==> src/pmu_regs_pkg.sv <==
package pmu_regs_pkg;

    // ----------------------------------------------------------------
    // Register offsets
    // ----------------------------------------------------------------
    localparam logic [7:0] OFS_OVERLOAD_IRQ_ENABLE_2 = 8'h03; // Second interrupt-enable register
    localparam logic [7:0] OFS_CHARGER_CONTROL_0     = 8'h04; // First charger control
    localparam logic [7:0] OFS_CHARGER_CONTROL_1     = 8'h05; // Second charger control

    // ----------------------------------------------------------------
    // Reset values
    // ----------------------------------------------------------------
    localparam logic [7:0] RST_OVERLOAD_IRQ_ENABLE_2 = 8'h00; // All overload irqs disabled
    localparam logic [7:0] RST_CHARGER_CONTROL_0     = 8'h02; // Pin gate on, charger off
    localparam logic [7:0] RST_CHARGER_CONTROL_1     = 8'h20; // Cold threshold code 001

    // ----------------------------------------------------------------
    // Field positions
    // ----------------------------------------------------------------
    localparam int BUCK3_ENABLE_BIT  = 0;  // Enable for third step-down converter
    localparam int SWITCH1_ENABLE_BIT = 1; // Lowest load-switch enable bit
    localparam int OVERLOAD_CHANNELS = 8;  // Seven switches plus buck three

    // ----------------------------------------------------------------
    // Bus framing constants
    // ----------------------------------------------------------------
    localparam logic [3:0] BYTE_BITS = 4'h8; // Bits per I2C byte
    localparam logic [6:0] DEFAULT_TARGET_ADDR = 7'h2A; // Arbitrary value, set by strap parameter

    // ----------------------------------------------------------------
    // Field layouts
    // ----------------------------------------------------------------
    typedef struct packed {
        logic       reserved;               // Reads zero, writes dropped
        logic       battery_current_derate; // 1 selects 90 percent
        logic       adapter_current_derate; // 1 selects 90 percent
        logic [2:0] fast_charge_timeout_sel; // Safety timer code
        logic       ext_charge_pin_gate;    // 1 lets the pin control charging
        logic       charger_on;             // 1 enables the charger
    } charger_control_0_t;

    typedef struct packed {
        logic [2:0] cold_threshold_sel;        // Threshold code
        logic [1:0] cold_range_term_voltage;   // Feedback voltage code
        logic [2:0] cold_range_charge_current; // Current scale code
    } charger_control_1_t;

    // Byte role while receiving
    typedef enum logic [2:0] {
        KIND_ADDR = 3'b001, // Target address plus direction
        KIND_PTR  = 3'b010, // Register pointer
        KIND_DATA = 3'b100  // Write data
    } byte_kind_t;

    // Target state machine
    typedef enum logic [4:0] {
        ST_IDLE = 5'b00001, // Waiting for a start
        ST_RECV = 5'b00010, // Shifting a byte in
        ST_ACK  = 5'b00100, // Driving our acknowledge
        ST_SEND = 5'b01000, // Shifting a byte out
        ST_MACK = 5'b10000  // Sampling the master acknowledge
    } i2c_state_t;

    // Safety timer code to whole hours; code 011 taken as five
    function automatic logic [3:0] timeout_hours(input logic [2:0] code);
        logic [3:0] h;
        h = 4'h0;
        case (code)
            3'h0:    h = 4'h2;
            3'h1:    h = 4'h3;
            3'h2:    h = 4'h4;
            3'h3:    h = 4'h5;
            3'h4:    h = 4'h6;
            3'h5:    h = 4'h7;
            3'h6:    h = 4'h8;
            default: h = 4'hA;
        endcase
        return h;
    endfunction

endpackage

==> src/overload_flag_bank.sv <==
module overload_flag_bank #(
    parameter int WIDTH = 8                  // Number of overload channels
) (
    input  wire logic             i_clk,      // System clock
    input  wire logic             i_reset,    // Synchronous reset, high
    input  wire logic [WIDTH-1:0] i_overload, // Raw overload levels
    input  wire logic [WIDTH-1:0] i_enable,   // Per-channel irq enables
    input  wire logic             i_clear,    // Host interrupt clear
    output logic      [WIDTH-1:0] o_flags,    // Sticky overload flags
    output logic                  o_irq_req   // One-cycle interrupt request
);

    logic [WIDTH-1:0] level_q; // Previous overload levels
    logic [WIDTH-1:0] flag_q;  // Sticky flags
    logic             req_q;   // Registered request pulse
    logic [WIDTH-1:0] rise;    // Rising edges this cycle

    assign rise = i_overload & ~level_q;

    // ----------------------------------------------------------------
    // Edge history
    // ----------------------------------------------------------------
    always_ff @(posedge i_clk) begin
        if (i_reset) begin
            level_q <= '0;
        end else begin
            level_q <= i_overload;
        end
    end

    // Flags: a new rise beats a clear in the same cycle
    always_ff @(posedge i_clk) begin
        if (i_reset) begin
            flag_q <= '0;
        end else if (i_clear) begin
            flag_q <= rise;
        end else begin
            flag_q <= flag_q | rise;
        end
    end

    // Request only for enabled channels
    always_ff @(posedge i_clk) begin
        if (i_reset) begin
            req_q <= 1'b0;
        end else begin
            req_q <= |(rise & i_enable);
        end
    end

    assign o_flags   = flag_q;
    assign o_irq_req = req_q;

endmodule

==> src/pmu_irq_mask_charger_ctrl_regs.sv <==
module pmu_irq_mask_charger_ctrl_regs #(
    parameter logic [6:0] TARGET_ADDR = pmu_regs_pkg::DEFAULT_TARGET_ADDR // Bus address
) (
    input  wire logic       i_clk,                     // System clock, 125 MHz
    input  wire logic       i_reset,                   // Synchronous reset, high
    input  wire logic       i_scl,                     // I2C clock level
    input  wire logic       i_sda,                     // I2C data level
    output logic            o_sda,                     // I2C data drive value, always low
    output logic            o_sda_oe,                  // High while pulling data low
    input  wire logic [7:1] i_switch_overload,         // Load-switch overload levels
    input  wire logic       i_buck3_overload,          // Buck three overload level
    input  wire logic       i_irq_clear,               // Interrupt clear strobe
    output logic      [7:0] o_overload_flags,          // Sticky overload flags
    output logic            o_overload_irq_req,        // Interrupt request pulse
    output logic      [7:0] o_overload_irq_enable,     // Enable register image
    output pmu_regs_pkg::charger_control_0_t o_charger_control_0, // Charger control
    output pmu_regs_pkg::charger_control_1_t o_charger_control_1, // Cold range setup
    output logic      [3:0] o_fast_charge_hours        // Decoded safety timeout
);
    import pmu_regs_pkg::*;

    // ----------------------------------------------------------------
    // Pin history and bus conditions
    // ----------------------------------------------------------------
    logic       scl_q;      // Previous clock level
    logic       sda_q;      // Previous data level
    logic       scl_rise;   // Clock rising
    logic       scl_fall;   // Clock falling
    logic       bus_start;  // Start or repeated start
    logic       bus_stop;   // Stop condition

    always_ff @(posedge i_clk) begin
        if (i_reset) begin
            scl_q <= 1'b1;
            sda_q <= 1'b1;
        end else begin
            scl_q <= i_scl;
            sda_q <= i_sda;
        end
    end

    assign scl_rise  = i_scl & ~scl_q;
    assign scl_fall  = ~i_scl & scl_q;
    assign bus_start = i_scl & scl_q & sda_q & ~i_sda;
    assign bus_stop  = i_scl & scl_q & ~sda_q & i_sda;

    // ----------------------------------------------------------------
    // Target state
    // ----------------------------------------------------------------
    i2c_state_t state_q;    // Protocol state
    byte_kind_t kind_q;     // Role of byte being received
    logic [3:0] cnt_q;      // Bits done in current byte
    logic [7:0] shift_q;    // Receive shift register
    logic [7:0] tx_q;       // Transmit shift register
    logic [7:0] ptr_q;      // Register pointer, auto-increments
    logic       read_q;     // Transfer direction is read
    logic       mack_q;     // Master acknowledged last byte
    logic       oe_q;       // Data pull-down
    logic [7:0] rd_data;    // Read mux output
    logic       byte_done;  // Eighth bit finished, clock falling
    logic       addr_hit;   // Address byte names us
    logic       wr_fire;    // Data byte completes a write

    // Registers
    logic [7:0]         irq_enable_q; // Overload irq enables
    charger_control_0_t ctrl0_q;      // First charger control
    charger_control_1_t ctrl1_q;      // Second charger control

    assign byte_done = (state_q == ST_RECV) && scl_fall && (cnt_q == BYTE_BITS);
    assign addr_hit  = (shift_q[7:1] == TARGET_ADDR);
    assign wr_fire   = byte_done && (kind_q == KIND_DATA);

    // Read mux; unmapped offsets read zero
    always_comb begin
        rd_data = 8'h00;
        if (ptr_q == OFS_OVERLOAD_IRQ_ENABLE_2) begin
            rd_data = irq_enable_q;
        end else if (ptr_q == OFS_CHARGER_CONTROL_0) begin
            rd_data = {1'b0, ctrl0_q[6:0]};
        end else if (ptr_q == OFS_CHARGER_CONTROL_1) begin
            rd_data = ctrl1_q;
        end else begin
            rd_data = 8'h00;
        end
    end

    // Protocol sequencer; start and stop override any state
    always_ff @(posedge i_clk) begin
        if (i_reset) begin
            state_q <= ST_IDLE;
            kind_q  <= KIND_ADDR;
            cnt_q   <= 4'h0;
            shift_q <= 8'h00;
            tx_q    <= 8'h00;
            read_q  <= 1'b0;
            mack_q  <= 1'b0;
            oe_q    <= 1'b0;
        end else if (bus_start) begin
            state_q <= ST_RECV;
            kind_q  <= KIND_ADDR;
            cnt_q   <= 4'h0;
            oe_q    <= 1'b0;
        end else if (bus_stop) begin
            state_q <= ST_IDLE;
            oe_q    <= 1'b0;
        end else begin
            case (state_q)
                ST_RECV: begin
                    if (scl_rise && cnt_q != BYTE_BITS) begin
                        shift_q <= {shift_q[6:0], i_sda};
                        cnt_q   <= cnt_q + 4'h1;
                    end else if (byte_done) begin
                        if (kind_q == KIND_ADDR && !addr_hit) begin
                            // Someone else's transfer; stay silent
                            state_q <= ST_IDLE;
                        end else begin
                            if (kind_q == KIND_ADDR) begin
                                read_q <= shift_q[0];
                            end
                            state_q <= ST_ACK;
                            oe_q    <= 1'b1;
                        end
                    end
                end
                ST_ACK: begin
                    if (scl_fall) begin
                        if (kind_q == KIND_ADDR && read_q) begin
                            // Read starts at the stored pointer
                            state_q <= ST_SEND;
                            tx_q    <= rd_data;
                            oe_q    <= ~rd_data[7];
                            cnt_q   <= 4'h1;
                        end else begin
                            state_q <= ST_RECV;
                            kind_q  <= (kind_q == KIND_ADDR) ? KIND_PTR : KIND_DATA;
                            oe_q    <= 1'b0;
                            cnt_q   <= 4'h0;
                        end
                    end
                end
                ST_SEND: begin
                    if (scl_fall) begin
                        if (cnt_q == BYTE_BITS) begin
                            state_q <= ST_MACK;
                            oe_q    <= 1'b0;
                        end else begin
                            tx_q  <= {tx_q[6:0], 1'b0};
                            oe_q  <= ~tx_q[6];
                            cnt_q <= cnt_q + 4'h1;
                        end
                    end
                end
                ST_MACK: begin
                    if (scl_rise) begin
                        mack_q <= ~i_sda;
                    end else if (scl_fall) begin
                        if (mack_q) begin
                            state_q <= ST_SEND;
                            tx_q    <= rd_data;
                            oe_q    <= ~rd_data[7];
                            cnt_q   <= 4'h1;
                        end else begin
                            // Not acknowledged: wait for stop
                            state_q <= ST_IDLE;
                        end
                    end
                end
                default: begin
                    state_q <= ST_IDLE;
                    oe_q    <= 1'b0;
                end
            endcase
        end
    end

    // Pointer: loaded by pointer byte, advanced per data byte
    always_ff @(posedge i_clk) begin
        if (i_reset) begin
            ptr_q <= 8'h00;
        end else if (byte_done && kind_q == KIND_PTR) begin
            ptr_q <= shift_q;
        end else if (wr_fire) begin
            ptr_q <= ptr_q + 8'h01;
        end else if (state_q == ST_ACK && scl_fall && kind_q == KIND_ADDR && read_q) begin
            ptr_q <= ptr_q + 8'h01;
        end else if (state_q == ST_MACK && scl_fall && mack_q) begin
            ptr_q <= ptr_q + 8'h01;
        end
    end

    // ----------------------------------------------------------------
    // Register file
    // ----------------------------------------------------------------
    // Interrupt enables, one per channel
    always_ff @(posedge i_clk) begin
        if (i_reset) begin
            irq_enable_q <= RST_OVERLOAD_IRQ_ENABLE_2;
        end else if (wr_fire && ptr_q == OFS_OVERLOAD_IRQ_ENABLE_2) begin
            irq_enable_q <= shift_q;
        end
    end

    // Charger control; reserved bit forced low
    always_ff @(posedge i_clk) begin
        if (i_reset) begin
            ctrl0_q <= RST_CHARGER_CONTROL_0;
        end else if (wr_fire && ptr_q == OFS_CHARGER_CONTROL_0) begin
            ctrl0_q <= {1'b0, shift_q[6:0]};
        end
    end

    // Cold range setup fields
    always_ff @(posedge i_clk) begin
        if (i_reset) begin
            ctrl1_q <= RST_CHARGER_CONTROL_1;
        end else if (wr_fire && ptr_q == OFS_CHARGER_CONTROL_1) begin
            ctrl1_q <= shift_q;
        end
    end

    // Decoded timeout, registered for a clean data output
    always_ff @(posedge i_clk) begin
        if (i_reset) begin
            o_fast_charge_hours <= timeout_hours(RST_CHARGER_CONTROL_0[4:2]);
        end else begin
            o_fast_charge_hours <= timeout_hours(ctrl0_q.fast_charge_timeout_sel);
        end
    end

    // ----------------------------------------------------------------
    // Overload event flags
    // ----------------------------------------------------------------
    overload_flag_bank #(
        .WIDTH (OVERLOAD_CHANNELS)
    ) u_flags (
        .i_clk      (i_clk),
        .i_reset    (i_reset),
        .i_overload ({i_switch_overload, i_buck3_overload}),
        .i_enable   (irq_enable_q),
        .i_clear    (i_irq_clear),
        .o_flags    (o_overload_flags),
        .o_irq_req  (o_overload_irq_req)
    );

    assign o_sda                 = 1'b0;
    assign o_sda_oe              = oe_q;
    assign o_overload_irq_enable = irq_enable_q;
    assign o_charger_control_0   = ctrl0_q;
    assign o_charger_control_1   = ctrl1_q;

endmodule

==> config.mk <==
export PLATFORM = sky130hd
export DESIGN_NAME = pmu_irq_mask_charger_ctrl_regs
export DESIGN_NICKNAME = d
export VERILOG_FILES = /design/src/pmu_regs_pkg.sv /design/src/overload_flag_bank.sv /design/src/pmu_irq_mask_charger_ctrl_regs.sv
export SDC_FILE = /design/constraint.sdc
export NUM_CORES = 1
export LEC_CHECK = 0
export BUFFER_PORTS_ARGS = -buffer_cell sky130_fd_sc_hd__buf_2
export CAP_MARGIN = 10
export CORE_MARGIN = 5
export CORE_UTILIZATION = 40
export DETAILED_ROUTE_END_ITERATION = 10
export GPL_ROUTABILITY_DRIVEN = 0
export PLACE_DENSITY_LB_ADDON = 0.15
export SYNTH_ARGS = -nofsm -noshare
export SYNTH_HDL_FRONTEND = slang
export SYNTH_SLANG_ARGS = --single-unit
export TNS_END_PERCENT = 10
==> constraint.sdc <==
create_clock -name i_clk -period 5.7 [get_ports i_clk]
set_clock_uncertainty 0.05 [all_clocks]
set_input_delay 1.14 -clock i_clk [delete_from_list [all_inputs] [get_ports i_clk]]
set_output_delay 1.14 -clock i_clk [all_outputs]
set_load 0.1 [all_outputs]
* After elaboration in Yosys (flattened, before gate mapping)
Index checks and enable logic that the tools add are counted.
** Cells by class
- $add $sub $neg :: 2
- Eq/ne operators :: 38
- Mux-type cells :: 51
- Bitwise gates (word level) :: 22
- Reductions and logical operators :: 32
** Operators by type and width (count)
- $mux W8 :: 8
- $mux W7 :: 7
- $mux W4 :: 9
- $mux W5 :: 7
- $ne A4 B4 Y1 const B :: 8
- $pmux W4 S7 :: 1
- $ne A2 B2 Y1 const B :: 11
- $pmux W7 S3 :: 1
- $reduce_and A7 Y1 :: 3
- $pmux W5 S4 :: 1
- $and A8 B8 Y8 :: 2
- $eq A8 B3 Y1 const B :: 2
- $pmux W4 S4 :: 1
- $logic_and A1 B1 Y1 :: 15
- $eq A3 B3 Y1 const B :: 4
- $reduce_and A4 Y1 :: 3
- $mux W1 :: 11
- $not A1 Y1 :: 11
- $reduce_and A10 Y1 :: 1
- $eq A3 B2 Y1 const B :: 3
- $reduce_and A9 Y1 :: 1
- $add A8 B1 Y8 const B :: 1
- $eq A8 B2 Y1 const B :: 1
- $not A8 Y8 :: 1
- other kinds (22) :: 32
** Word-level totals
- Register bits :: 84
- Input bits :: 13
- Output and inout bits :: 39
- Logic and storage cells :: 170

* Longest topological paths before layout
- Depth after elaboration :: 9
- Gate-level depth with buffers :: 10
- Depth with buffers taken out :: 8

* Modules after synthesis
Synthesis repeated with hierarchy kept, for this count alone.
** Second synthesis, totals
- Cells, all modules :: 463
- Area total of the unflattened synthesis :: 3978.8 um2
** Modules (own cells, without submodules)
- pmu_irq_mask_charger_ctrl_regs :: times used 1, cells each 402, area an instance 3347.0 um2, seq. area each 1341.3 um2
- overload_flag_bank :: times used 1, cells each 61, area an instance 631.9 um2, seq. area each 340.3 um2

* Worst setup path before layout
No wires, ideal clock.
- Kind :: input -> register
- Start point :: input i_scl
- End point :: register ctrl1_q, in the netlist o_charger_control_1[5]
- Setup time :: 0.120 ns
- Arrival time :: 2.677 ns
- Required time :: 5.530 ns
- Path slack :: 2.853 ns
- Stages :: 6
- Path buffers :: 1
- Cell sequence :: nand2b_1 or2_1 buf_2 nor4_4 nand4_2 a211o_1
** Between the ends
- Cells in the longest elaborated chain, start to end :: 6
** RTL lines
- start: declaration :: line pmu_irq_mask_charger_ctrl_regs.sv:6 : input wire logic i_scl,
- $not A1 Y1 :: line pmu_irq_mask_charger_ctrl_regs.sv:43 : assign scl_fall = ~i_scl & scl_q;
- $and A1 B1 Y1 :: line pmu_irq_mask_charger_ctrl_regs.sv:43
- $logic_and A1 B1 Y1 (2 in series) :: line pmu_irq_mask_charger_ctrl_regs.sv:69 : assign byte_done = (state_q == ST_RECV) && scl_fall && (cnt_q == BYTE_BITS);
- $logic_and A1 B1 Y1 :: line pmu_irq_mask_charger_ctrl_regs.sv:71 : assign wr_fire = byte_done && (kind_q == KIND_DATA);
- $logic_and A1 B1 Y1 :: line pmu_irq_mask_charger_ctrl_regs.sv:216 : end else if (wr_fire && ptr_q == OFS_CHARGER_CONTROL_1) begin
- end signal: assignment :: line pmu_irq_mask_charger_ctrl_regs.sv:217 : ctrl1_q <= shift_q;
- end: declaration :: line pmu_irq_mask_charger_ctrl_regs.sv:67 : charger_control_1_t ctrl1_q;
No other way between the ends.
A chain may end at the register's enable or synchronous reset.

* Final worst setup path
- Start point :: input i_scl
- End point :: register irq_enable_q[7] (netlist: o_overload_irq_enable[7])
** Between the ends
- Cells in the longest elaborated chain, start to end :: 6
** RTL lines
- $not A1 Y1 :: line pmu_irq_mask_charger_ctrl_regs.sv:43
- $and A1 B1 Y1 :: line pmu_irq_mask_charger_ctrl_regs.sv:43
- $logic_and A1 B1 Y1 (2 in series) :: line pmu_irq_mask_charger_ctrl_regs.sv:69
- $logic_and A1 B1 Y1 :: line pmu_irq_mask_charger_ctrl_regs.sv:71
- $logic_and A1 B1 Y1 :: line pmu_irq_mask_charger_ctrl_regs.sv:198 : end else if (wr_fire && ptr_q == OFS_OVERLOAD_IRQ_ENABLE_2) begin
- end signal: assignment :: line pmu_irq_mask_charger_ctrl_regs.sv:199 : irq_enable_q <= shift_q;
- end: declaration :: line pmu_irq_mask_charger_ctrl_regs.sv:65 : logic [7:0] irq_enable_q;
No other way between the ends.

==> impl_metrics.toml <==
[run_status]
outcome = "completed"

[die]
core_um2 = 9640
dieArea_um2 = 11800
die_w_um = 109
rows = 36
fp.dieH_um = 109
pin_count = 52
initial_core_util = 0.405

[clock_network]
ctsHoldBuffers = 0
post_cts_buffers = 0
clkSinkCount = 84
root_buffer = "clkbuf_8"
h-tree-depth = 3
clk_pin_slew_ps = 90
cts_tree = "done"
clk_latency_ps = 370
cts_resized = 0
cts_buffer_depth = 2
cts_buffers = 9

[synthesis]
ys_types = 57
synth-xor-area-share = 0.0202
seq_area_frac_synth = 0.431
synth-compound-area-share = 0.157
avgSynthCellArea_um2 = 8.42
synthSimpleGateAreaFrac = 0.259
netlist.area_leader.share = 0.431
synth_area_leader_cell = "dfxtp_1"
synthFlopType = "dfxtp_1"
synthAdderAreaFrac = 0.0160
synth_edf_count = 0
ys_warn_count = 0
synth.area.mux_share = 0.0744
synth.area.top_cells = "dfxtp_1, nor2_1, mux2i_1, a21oi_1, nand2b_1"
syn_inst = 463
async_flop_share = 0
syn-cell-area_um2 = 3900
synth_top_family_by_area = "simple AND/OR/NAND/NOR gates"
synth_seq_cells = 84

[detailed_routing]
wl_um = 9620
vias = 3271
antenna_left = 0
drtIter0Drc = 152
viasPerCell = 5.10
drc = 0
post_drt_wl_per_cell_um = 15.0
drt_pre_antenna_iters = 4

[sta]
fin_setup_tns_ps = 0
slew_viol_final = 0
tightest_slew_ps = 782
final.period_utilization = 0.537
relSlewSlack = 0.478
rsz0062_at_grt = "no"
worst_hold_slack_ps = 421
finalSetupViolCount = 0
hold_viol = 0
timing.fmax_mhz = 327
post-route-min-period_ps = 3060

[layout]
layout-drive-gt1-share = 0.152
nFillCells = 1033
diodes = 0
fin_nets = 521
area_growth_syn_to_layout_pct = 12.9
seq_area_um2 = 1680
multi_input_area_um2 = 2060

[power_and_ir_drop]
power_frac_comb = 0.069
p_leak_uw = 0.00184
clockPowerShare = 0.369
ir_worst_vdd_v = 0.000139
power_density_nw_per_um2 = 242
p_int_uw = 782
total_power_uw = 1070
swShare = 0.266
pwr-share-seq = 0.561
p_sw_uw = 284

[critical_path]
crit_path_end_kind = "register"
worstRegToRegCells = 6
crit_arrival_ps = 3230
critPathBufInv = 1
critPathTopFamily = "simple AND/OR/NAND/NOR gates"
cpPeakStageDelay_ps = 540
cp_max_fo = 9
worstSetupPathDepth = 7
cp-start-kind = "primary input"
path_cells = "buf_2 -> nand2b_1 -> or2_1 -> nor4_4 -> nand4b_1 -> mux2i_1 -> nor2_1"
path_class = "in2reg"
crit_slowest_cell = "nand4b_1"
worst_ep_required_time_ps = 5870

[min_path]
hold_path.class = "reg2reg"
hold_path_depth = 2

[global_routing]
grt_pass1_wl_um = 15600
grt_pass1_vias = 3070
grt_usage = 0.168
antenna_found_initial = 0
grt-ovfl-total = 0
grt_max_degree = 76

[placement]
io_buffer_count = 49
dp_hpwl_um = 6690

[flow_run]
maxCapViolCount = 0
## flip-flops by register name, summed over array words and instances, names as in the netlist, 3 cells and up
signal / count
o_charger_control_1: 8
o_overload_irq_enable: 8
ptr_q: 8
shift_q: 8
u_flags.level_q: 8
u_flags.o_flags: 8
o_charger_control_0: 7
tx_q: 7
state_q: 5
cnt_q: 4
o_fast_charge_hours: 4
kind_q: 3
## layout by cell type, fill, tap and decap left out, types with 5 or more instances in the layout
| master | n |
|---|---|
| nor3_1 | 8 |
| nor2b_1 | 11 |
| a211oi_1 | 14 |
| nor2_1 | 84 |
| buf_2 | 49 |
| clkbuf_8 | 10 |
| nand2_1 | 32 |
| xor2_1 | 7 |
| nand2b_1 | 22 |
| inv_1 | 15 |
| o21ai_0 | 15 |
| dfxtp_1 | 84 |
| mux2i_1 | 29 |
| nand3_1 | 8 |
| a21oi_1 | 37 |
| ha_1 | 5 |
## per-layer routing
metal  up-vias  wire [um]  part of all wire  global-route usage
li1       1685          -                 -                   -
met1      1517       4830              0.50               0.229
met2        55       4250              0.44               0.255
met3        14        348             0.036              0.0438
met4         0        193             0.020              0.0631
met5         -          0                 0                   0
## final cells by class
cell class	instances	area share
Clock buffer	11	0.0321
Clock inverter	5	0.00796
Inverter	15	0.0128
Multi-Input combinational cell	342	0.469
Sequential cell	84	0.382
Tap cell	133	0.0378
Timing Repair Buffer	51	0.0586
## kinds of logic (layout without fill, tap and decap cells)
group | count (synthesis) | in the layout
AOI/OAI and AO/OA | 97 | 97
xor gates and xnor gates | 9 | 9
adders and majority gates | 5 | 5
buffers and inverters | 38 | 82
DFF | 84 | 84
muxes | 29 | 29
other | 1 | 2
and+or+nand+nor | 200 | 200
## path summary, 6_finish.rpt
| check | slack, ps | startpoint | to |
|---|---|---|---|
| hold reg to reg | 420 | u_flags.o_flags[5] | u_flags.o_flags[5] |
| hold / removal | 420 | u_flags.o_flags[5] | u_flags.o_flags[5] |
| setup / recovery | 2640 | i_scl | o_overload_irq_enable[7] |
| setup reg to reg | 2910 | state_q[4] | o_overload_irq_enable[7] |
## cells in the mapped netlist, types with 4 or more instances
library cell and n:
inv_1 15, a211oi_1 14, nor2b_1 11, nand2_1 32
nor2_1 84, o21ai_0 15, xor2_1 7, dfxtp_1 84
or2_2 4, ha_1 5, nand2b_1 22, o21bai_1 4
nand3_1 8, or4_1 4, a21o_1 4, buf_2 4
clkbuf_1 15, a21oi_1 37, mux2i_1 29, nor3_1 8
## worst reg2reg max path, delay by kind of cell (launching register included)
family        cells  cell delay (ps)
simple gates      5             1880
flops             1              380
mux               1              330
## power by group through the flow
stage	sequential, uW	combinational (uW)	clock, uW
final	598	73.9	394
after global placement	612	74.0	0
after CTS	598	74.8	409
after global routing	599	78.5	433
after floorplan	639	31.8	0
after detailed placement	612	74.6	0
## stage by stage
stage	instances	cell area, um^2	setup WS (ps)	utilization
after floorplan	464	3900	2850	-
after CTS	640	4400	2680	0.456
after global placement	624	4220	2380	0.438
final	641	4400	2640	0.457
after global routing	641	4400	2490	0.457
after detailed placement	624	4220	2300	0.438
No activity file was read; power rests on OpenSTA's default activity.
